### config.mk
export PLATFORM = sky130hd
export DESIGN_NAME = ifsb_top
export DESIGN_NICKNAME = d
export VERILOG_FILES = /design/src/ifsb_pkg.sv /design/src/ifsb_flag_word.sv /design/src/ifsb_top.sv
export VERILOG_INCLUDE_DIRS = /design/src
export SDC_FILE = /design/constraint.sdc
export NUM_CORES = 1
export LEC_CHECK = 0
export ABC_AREA = 1
export BUFFER_PORTS_ARGS = -buffer_cell sky130_fd_sc_hd__buf_2
export CORE_ASPECT_RATIO = 1.4
export CORE_MARGIN = 3
export CORE_UTILIZATION = 50
export CTS_CLUSTER_SIZE = 20
export DETAILED_ROUTE_END_ITERATION = 7
export PLACE_DENSITY = 0.85
export REMOVE_ABC_BUFFERS = 1
export SLEW_MARGIN = 30
export SYNTH_ARGS = -nofsm -noshare
export SYNTH_HDL_FRONTEND = slang
export SYNTH_SLANG_ARGS = --single-unit
### constraint.sdc
create_clock -name clk -period 1.14 [get_ports clk]
set_clock_uncertainty 0.05 [all_clocks]
set_input_delay 0.114 -clock clk [delete_from_list [all_inputs] [get_ports clk]]
set_output_delay 0.114 -clock clk [all_outputs]
set_load 0.005 [all_outputs]
### src/ifsb_params.svh
/*
 Constants of the interrupt flag status bank: register offsets on the
 APB slave, masks of implemented flag bits, reset value.
 Assumes inclusion by its bare name from the bank's design files.
*/
`ifndef IFSB_PARAMS_SVH
`define IFSB_PARAMS_SVH
`define IFSB_OFF_FLAG0 8'h00
`define IFSB_OFF_FLAG1 8'h04
`define IFSB_OFF_FLAG2 8'h08
`define IFSB_OFF_FLAG3 8'h0c
`define IFSB_OFF_EN0   8'h10
`define IFSB_OFF_EN1   8'h14
`define IFSB_OFF_EN2   8'h18
`define IFSB_OFF_EN3   8'h1c
`define IFSB_OFF_ACT   8'h20
`define IFSB_IMPL0     16'h0007
`define IFSB_IMPL1     16'hfffb
`define IFSB_IMPL2     16'hdfff
`define IFSB_IMPL3     16'h39ff
`define IFSB_RST       16'h0000
`endif

### src/ifsb_pkg.sv
/*
 Types of the interrupt flag status bank.
 Assumes nothing of its surroundings.
*/
package ifsb_pkg;
	typedef logic [15:0] ifsb_word_t;
	// Register selected by an APB address
	typedef enum {
		IFSB_SEL_NONE,
		IFSB_SEL_FLAG0,
		IFSB_SEL_FLAG1,
		IFSB_SEL_FLAG2,
		IFSB_SEL_FLAG3,
		IFSB_SEL_EN0,
		IFSB_SEL_EN1,
		IFSB_SEL_EN2,
		IFSB_SEL_EN3,
		IFSB_SEL_ACT
	} ifsb_sel_t;
endpackage

### src/ifsb_flag_word.sv
/*
 One 16-bit word of sticky interrupt flags.
 Assumes one-cycle request pulses synchronous to clk and a write
 strobe that lasts one cycle per bus write.
*/
`timescale 1ns/1ps
`include "ifsb_params.svh"
module ifsb_flag_word #(
	parameter logic [15:0] IMPL = 16'hffff
) (
	input  wire logic        clk,
	input  wire logic        resetn,
	input  wire logic        wr_en,
	input  wire logic [15:0] wr_data,
	input  wire logic [15:0] req,
	output logic      [15:0] flags
);
	ifsb_pkg::ifsb_word_t flag_reg;
	ifsb_pkg::ifsb_word_t flag_next;

	// Request ORed in after the write so a pulse never gets lost
	always_comb begin
		flag_next = flag_reg;
		if (wr_en) begin
			flag_next = wr_data;
		end
		flag_next = (flag_next | req) & IMPL;
	end

	always_ff @(posedge clk or negedge resetn) begin
		if (!resetn) begin
			flag_reg <= `IFSB_RST;
		end else begin
			flag_reg <= flag_next;
		end
	end

	assign flags = flag_reg;
endmodule

### src/ifsb_top.sv
/*
 Interrupt flag status bank: four flag words, four enable words and a
 read-only view of the enabled pending flags in bits 7-0 of each word, all on an APB slave, with one
 level interrupt toward the CPU.
 Assumes request pulses of one cycle, synchronous to clk, and an APB
 master on the same clock.
*/
// The placing of the registers and the APB register port are this design's own decisions.
`timescale 1ns/1ps
`include "ifsb_params.svh"
module ifsb_top (
	input  wire logic        clk,
	input  wire logic        resetn,
	// APB slave
	input  wire logic        psel,
	input  wire logic        penable,
	input  wire logic        pwrite,
	input  wire logic [7:0]  paddr,
	input  wire logic [31:0] pwdata,
	output logic      [31:0] prdata,
	output logic             pready,
	output logic             pslverr,
	// Word 0 sources
	input  wire logic        compare1_req,
	input  wire logic        capture1_req,
	input  wire logic        ext_pin0_req,
	// Word 1 sources
	input  wire logic        uart2_tx_req,
	input  wire logic        uart2_rx_req,
	input  wire logic        ext_pin2_req,
	input  wire logic        timer5_req,
	input  wire logic        timer4_req,
	input  wire logic        compare4_req,
	input  wire logic        compare3_req,
	input  wire logic        dma_ch2_done_req,
	input  wire logic        capture8_req,
	input  wire logic        capture7_req,
	input  wire logic        adc2_done_req,
	input  wire logic        ext_pin1_req,
	input  wire logic        pin_change_req,
	input  wire logic        i2c1_master_req,
	input  wire logic        i2c1_slave_req,
	// Word 2 sources
	input  wire logic        timer6_req,
	input  wire logic        dma_ch4_done_req,
	input  wire logic        compare8_req,
	input  wire logic        compare7_req,
	input  wire logic        compare6_req,
	input  wire logic        compare5_req,
	input  wire logic        capture6_req,
	input  wire logic        capture5_req,
	input  wire logic        capture4_req,
	input  wire logic        capture3_req,
	input  wire logic        dma_ch3_done_req,
	input  wire logic        can1_event_req,
	input  wire logic        can1_rx_ready_req,
	input  wire logic        spi2_event_req,
	input  wire logic        spi2_error_req,
	// Word 3 sources
	input  wire logic        dma_ch5_done_req,
	input  wire logic        codec_if_event_req,
	input  wire logic        codec_if_error_req,
	input  wire logic        can2_event_req,
	input  wire logic        can2_rx_ready_req,
	input  wire logic        ext_pin4_req,
	input  wire logic        ext_pin3_req,
	input  wire logic        timer9_req,
	input  wire logic        timer8_req,
	input  wire logic        i2c2_master_req,
	input  wire logic        i2c2_slave_req,
	input  wire logic        timer7_req,
	// Interrupt to the CPU
	output logic             irq_out
);
	localparam ifsb_pkg::ifsb_word_t IMPL [4] = '{
		`IFSB_IMPL0, `IFSB_IMPL1, `IFSB_IMPL2, `IFSB_IMPL3
	};

	ifsb_pkg::ifsb_word_t req_w   [4];
	ifsb_pkg::ifsb_word_t flag_w  [4];
	ifsb_pkg::ifsb_word_t act_w   [4];
	ifsb_pkg::ifsb_word_t en_reg  [4];
	ifsb_pkg::ifsb_word_t en_next [4];
	logic                 fwr     [4];
	logic [31:0]          prdata_reg;
	logic [31:0]          prdata_next;
	logic                 irq_reg;
	logic                 irq_next;
	ifsb_pkg::ifsb_sel_t  rsel;
	ifsb_pkg::ifsb_sel_t  wsel;
	logic                 rd_setup;
	logic                 wr_acc;

	// Address decode, shared by the read and write paths
	function automatic ifsb_pkg::ifsb_sel_t sel_of(
		input logic [7:0] a
	);
		case (a)
			`IFSB_OFF_FLAG0: sel_of = ifsb_pkg::IFSB_SEL_FLAG0;
			`IFSB_OFF_FLAG1: sel_of = ifsb_pkg::IFSB_SEL_FLAG1;
			`IFSB_OFF_FLAG2: sel_of = ifsb_pkg::IFSB_SEL_FLAG2;
			`IFSB_OFF_FLAG3: sel_of = ifsb_pkg::IFSB_SEL_FLAG3;
			`IFSB_OFF_EN0:   sel_of = ifsb_pkg::IFSB_SEL_EN0;
			`IFSB_OFF_EN1:   sel_of = ifsb_pkg::IFSB_SEL_EN1;
			`IFSB_OFF_EN2:   sel_of = ifsb_pkg::IFSB_SEL_EN2;
			`IFSB_OFF_EN3:   sel_of = ifsb_pkg::IFSB_SEL_EN3;
			`IFSB_OFF_ACT:   sel_of = ifsb_pkg::IFSB_SEL_ACT;
			default:         sel_of = ifsb_pkg::IFSB_SEL_NONE;
		endcase
	endfunction

	// Word 0: only the low three flags belong to this bank
	assign req_w[0] = {
		13'h0000,
		compare1_req,
		capture1_req,
		ext_pin0_req
	};

	// Word 1: bit 2 has no source and stays zero
	assign req_w[1] = {
		uart2_tx_req,
		uart2_rx_req,
		ext_pin2_req,
		timer5_req,
		timer4_req,
		compare4_req,
		compare3_req,
		dma_ch2_done_req,
		capture8_req,
		capture7_req,
		adc2_done_req,
		ext_pin1_req,
		pin_change_req,
		1'b0,
		i2c1_master_req,
		i2c1_slave_req
	};

	// Word 2: bit 13 has no source
	assign req_w[2] = {
		timer6_req,
		dma_ch4_done_req,
		1'b0,
		compare8_req,
		compare7_req,
		compare6_req,
		compare5_req,
		capture6_req,
		capture5_req,
		capture4_req,
		capture3_req,
		dma_ch3_done_req,
		can1_event_req,
		can1_rx_ready_req,
		spi2_event_req,
		spi2_error_req
	};

	// Word 3: bits 15-14 and 10-9 have no source
	assign req_w[3] = {
		2'b00,
		dma_ch5_done_req,
		codec_if_event_req,
		codec_if_error_req,
		2'b00,
		can2_event_req,
		can2_rx_ready_req,
		ext_pin4_req,
		ext_pin3_req,
		timer9_req,
		timer8_req,
		i2c2_master_req,
		i2c2_slave_req,
		timer7_req
	};

	// Bus phases; zero wait states since reads are fetched in setup
	assign rd_setup = psel && !penable && !pwrite;
	assign wr_acc   = psel && penable && pwrite;
	assign rsel     = sel_of(paddr);
	assign wsel     = rsel;
	assign pready   = 1'b1;
	assign pslverr  = psel && penable &&
		(rsel == ifsb_pkg::IFSB_SEL_NONE);

	// Write strobes toward the flag words
	always_comb begin
		for (int i = 0; i < 4; i++) begin
			fwr[i] = 1'b0;
		end
		if (wr_acc) begin
			case (wsel)
				ifsb_pkg::IFSB_SEL_FLAG0: fwr[0] = 1'b1;
				ifsb_pkg::IFSB_SEL_FLAG1: fwr[1] = 1'b1;
				ifsb_pkg::IFSB_SEL_FLAG2: fwr[2] = 1'b1;
				ifsb_pkg::IFSB_SEL_FLAG3: fwr[3] = 1'b1;
				default: ;
			endcase
		end
	end

	// Flag words; a request in the write cycle wins over the write
	for (genvar g = 0; g < 4; g++) begin : gen_word
		ifsb_flag_word #(
			.IMPL (IMPL[g])
		) u_word (
			.clk     (clk),
			.resetn  (resetn),
			.wr_en   (fwr[g]),
			.wr_data (pwdata[15:0]),
			.req     (req_w[g]),
			.flags   (flag_w[g])
		);
		assign act_w[g] = flag_w[g] & en_reg[g];
	end

	// Enable words, masked like the flags they gate
	always_comb begin
		for (int i = 0; i < 4; i++) begin
			en_next[i] = en_reg[i];
		end
		if (wr_acc) begin
			case (wsel)
				ifsb_pkg::IFSB_SEL_EN0:
					en_next[0] = pwdata[15:0] & IMPL[0];
				ifsb_pkg::IFSB_SEL_EN1:
					en_next[1] = pwdata[15:0] & IMPL[1];
				ifsb_pkg::IFSB_SEL_EN2:
					en_next[2] = pwdata[15:0] & IMPL[2];
				ifsb_pkg::IFSB_SEL_EN3:
					en_next[3] = pwdata[15:0] & IMPL[3];
				default: ;
			endcase
		end
	end

	always_ff @(posedge clk or negedge resetn) begin
		if (!resetn) begin
			for (int i = 0; i < 4; i++) begin
				en_reg[i] <= `IFSB_RST;
			end
		end else begin
			for (int i = 0; i < 4; i++) begin
				en_reg[i] <= en_next[i];
			end
		end
	end

	// Read data captured in setup so it comes from a flop
	always_comb begin
		prdata_next = prdata_reg;
		if (rd_setup) begin
			prdata_next = 32'h0000_0000;
			case (rsel)
				ifsb_pkg::IFSB_SEL_FLAG0:
					prdata_next[15:0] = flag_w[0];
				ifsb_pkg::IFSB_SEL_FLAG1:
					prdata_next[15:0] = flag_w[1];
				ifsb_pkg::IFSB_SEL_FLAG2:
					prdata_next[15:0] = flag_w[2];
				ifsb_pkg::IFSB_SEL_FLAG3:
					prdata_next[15:0] = flag_w[3];
				ifsb_pkg::IFSB_SEL_EN0:
					prdata_next[15:0] = en_reg[0];
				ifsb_pkg::IFSB_SEL_EN1:
					prdata_next[15:0] = en_reg[1];
				ifsb_pkg::IFSB_SEL_EN2:
					prdata_next[15:0] = en_reg[2];
				ifsb_pkg::IFSB_SEL_EN3:
					prdata_next[15:0] = en_reg[3];
				ifsb_pkg::IFSB_SEL_ACT:
					prdata_next = {
						act_w[3][7:0], act_w[2][7:0],
						act_w[1][7:0], act_w[0][7:0]
					};
				default: ;
			endcase
		end
	end

	// Interrupt level registered to keep a glitch-free CPU input
	always_comb begin
		irq_next = (|act_w[0]) || (|act_w[1]) ||
			(|act_w[2]) || (|act_w[3]);
	end

	always_ff @(posedge clk or negedge resetn) begin
		if (!resetn) begin
			prdata_reg <= 32'h0000_0000;
			irq_reg    <= 1'b0;
		end else begin
			prdata_reg <= prdata_next;
			irq_reg    <= irq_next;
		end
	end

	assign prdata  = prdata_reg;
	assign irq_out = irq_reg;
endmodule

==> results by group <==
Layout
  • Final net count: 1149
  • Layout area overhead: 54.8%
  • Layout cells sized above 1: 36.3%
  • Inserted Diodes: 0

Power and ir drop
  • Logic pwr share: 8.5%
  • Total power draw: 11.3 mW
  • Clk pwr share: between 50% and 60%
  • Part of the power in registers: 39.3%
  • VDD IR max: 922 uV
  • P_int: 8.69 mW
  • Switch Pwr: around 2.6 mW
  • Leak Pwr: about 4.8 nW
  • Power per cell area: 1200 nW/um^2
  • Net Sw Frac: 23.1%

Floorplanning
  • Core area: 11900 um^2
  • Io pins: 125
  • Full die area: 13600 um^2
  • # rows: 47
  • Die Y: 137 um
  • Die Wd: 99.3 um
  • Initial Utilization: roughly half

Place
  • Final HPWL from detailed placement: approximately 13000 um
  • Number of port buffers: 107
  • RD Place Congestion: between 0.9 and 1
  • Post-place setup slack: -0.422 ns

Timing
  • Minimum clock period: roughly 1.5 ns
  • Final WS setup: -0.320 ns
  • Period utilization: 128%
  • Highest Clock Rate: 0.685 GHz
  • RSZ-0062 raised after global routing: yes
  • Final Slew Violations: 0
  • Final Setup Violations: 45
  • Fin. Hold Viols: 0
  • WHS: about 0.011 ns

Drt
  • Routed len/inst: roughly 23 um
  • ANT nets after route: 0
  • Initial DRC count: 1339
  • WL final: 28200 um
  • Vias: 7765
  • Initial DRT Pass Iterations: 8
  • Avg Vias per Cell: 6.39
  • DRC: 47

Synth
  • Post-Synthesis Cells: 765
  • Synth warn: 0
  • Distinct cells, synth: 29
  • Register area share after synthesis: 50.5%
  • Synth top area share: 50.5%
  • Synth area leaders: dfrtp_1 51%, nand2_1 17%, nor2_1 5.0%, a211o_1 4.3%, inv_1 3.6%
  • Synthesized area per cell: 7.97 um^2
  • Register bit count reported by yosys: between 100 and 150
  • Mapped Area: a little over 6000 um^2
  • Cell taking the most area after synthesis: dfrtp_1

Setup path
  • Worst Setup Start Kind: flop
  • Slowest stage delay, CP: 0.42 ns
  • Worst path slowest cell: dfrtp_1
  • Crit path max-delay family: simple AND/OR/NAND/NOR gates
  • Critical Path Fanout Max: 2
  • Most common cell on crit path: nand2_2
  • CP Data Required Time: 1.41 ns
  • Critical path data arrival time: 1.73 ns
  • CP Buf/Inv Count: 1
  • Endpoint class of the critical path: flop
  • CP Class: flop to flop
  • Critical-path cell list: nand2_2, inv_2, nand3_2, nand2_2, nor2_2, nand3_1, nand2_2, nand2_1

Clocking
  • CTS Root Buffer Type: clkbuf_16
  • CTS Buf Count: 17
  • TritonCTS clock tree: done
  • CTS sink count: 123
  • Clk slew on worst S/H paths: 0.06 ns
  • Worst skew pair latency: approximately 0.43 ns
  • CTS H-Tree Depth: 4
  • Clock Tree Buf Depth: 2

Global route
  • GRT overflow: 0
  • Largest net degree at the start of global routing: 69
  • Antenna violations before repair: 0
  • Vias in the first global route: 7105
  • All-Layer GR Usage: 34.8%
  • Global-route wire length before repair: 36100 um

Job
  • Max Cap Violations: 0

Outcome
  • Failing checks: design-rule violations, negative setup slack
  • Outcome: finished, violations left

Worst hold path
  • Min-delay worst type: input pin to flop
==> tightest hold or removal path: stages <==
cell	delay, ns
buf_2	0.08
inv_1	0.10
o21ai_1	0.15
==> cells in the mapped netlist, drive strengths merged <==
master	number
nand2	279
dfrtp	123
nor2	90
o21ai	66
inv	61
a211o	30
nand3	28
buf	24
o31ai	16
a21oi	12
nand3b	11
nand4	8
clkbuf	7
nor3	4
a22o	2
clkinv	1
conb	1
o22ai	1
or2	1
==> area by class of cell <==
cell class / instances / area, um^2
Inverter: 62 / 236
Clock buffer: 22 / 484
Multi-Input combinational cell: 549 / 2930
Sequential cell: 123 / 3080
Clock inverter: 7 / 139
Tap cell: 147 / 184
Timing Repair Buffer: 306 / 2380
Fill cell: 632 / 2440
==> cells by family after synthesis <==
logic type / count (synthesis) / synth area share (%)
other: 1 / 0.0615
buffers and inverters: 93 / 7.21
AND/OR/NAND/NOR: 421 / 29.2
flip-flops: 123 / 50.5
AO/OA/AOI/OAI: 127 / 13.1
==> repair_timing <==
item,in CTS,in global routing
resized for setup,31,113
endpoints found under the setup margin,8,54
hold buffers,59,0
endpoints found under the hold margin,185,0
setup buffers,5,23
pin swaps,22,64
==> final timing paths <==
check,start,end,slack [ns],depth (start not counted)
min,pwdata[8],gen_word[3].u_word.flags[8],0.01,3
max reg2reg,gen_word[0].u_word.flags[1],prdata[1],-0.32,8
max in group asynchronous,resetn,prdata[5],0.39,3
min in group asynchronous,resetn,prdata[20],0.21,3
max,gen_word[0].u_word.flags[1],prdata[1],-0.32,8
min reg2reg,prdata[3],prdata[3],0.42,2
==> power groups by stage <==
stage	combinational [mW]	sequential [mW]	clock [mW]
global placement	0.632	4.51	0
CTS	0.814	4.44	5.77
global route	1.01	4.45	6.08
floorplan	0.198	4.52	0
finish	0.956	4.45	5.90
detailed placement	0.639	4.51	0
==> stage by stage <==
| stage | util (%) | TNS (ns) | instances | instance area, um^2 |
|---|---|---|---|---|
| after CTS | 75.4 | -0.643 | 1201 | 8950 |
| after global placement | 64.3 | -26.37 | 1110 | 7640 |
| after global routing | 79.4 | -4.23 | 1216 | 9440 |
| after floorplan | - | -44.27 | 734 | 5890 |
| after detailed placement | 64.3 | -29.21 | 1110 | 7640 |
| final | 79.4 | -3.20 | 1216 | 9440 |
==> layout by cell type, fill, tap and decap left out, types with 8 or more instances in the layout <==
cell type,synthesis,routed
inv_1,58,55
buf_6,8,19
nor2_4,7,16
nand2_2,4,42
buf_4,4,114
nand3b_1,11,11
nand3_2,1,13
a21oi_1,12,12
buf_12,0,9
buf_2,12,102
nand4_1,8,8
o21ai_1,34,37
o31ai_1,16,16
dfrtp_1,123,122
nand2_1,273,230
dlygate4sd3_1,0,59
a211o_1,30,30
clkbuf_16,0,17
nor2_2,2,16
nor2_1,81,58
o21ai_0,32,25
nand3_1,27,13
==> per-layer routing <==
layer / share of wire, % / GRT usage, %
met1: 32 / 40.7
met2: 44 / 54.9
met3: 14 / 9.84
met4: 11 / 24.3
met5: 0 / 0
No activity file was read; power rests on OpenSTA's default activity.
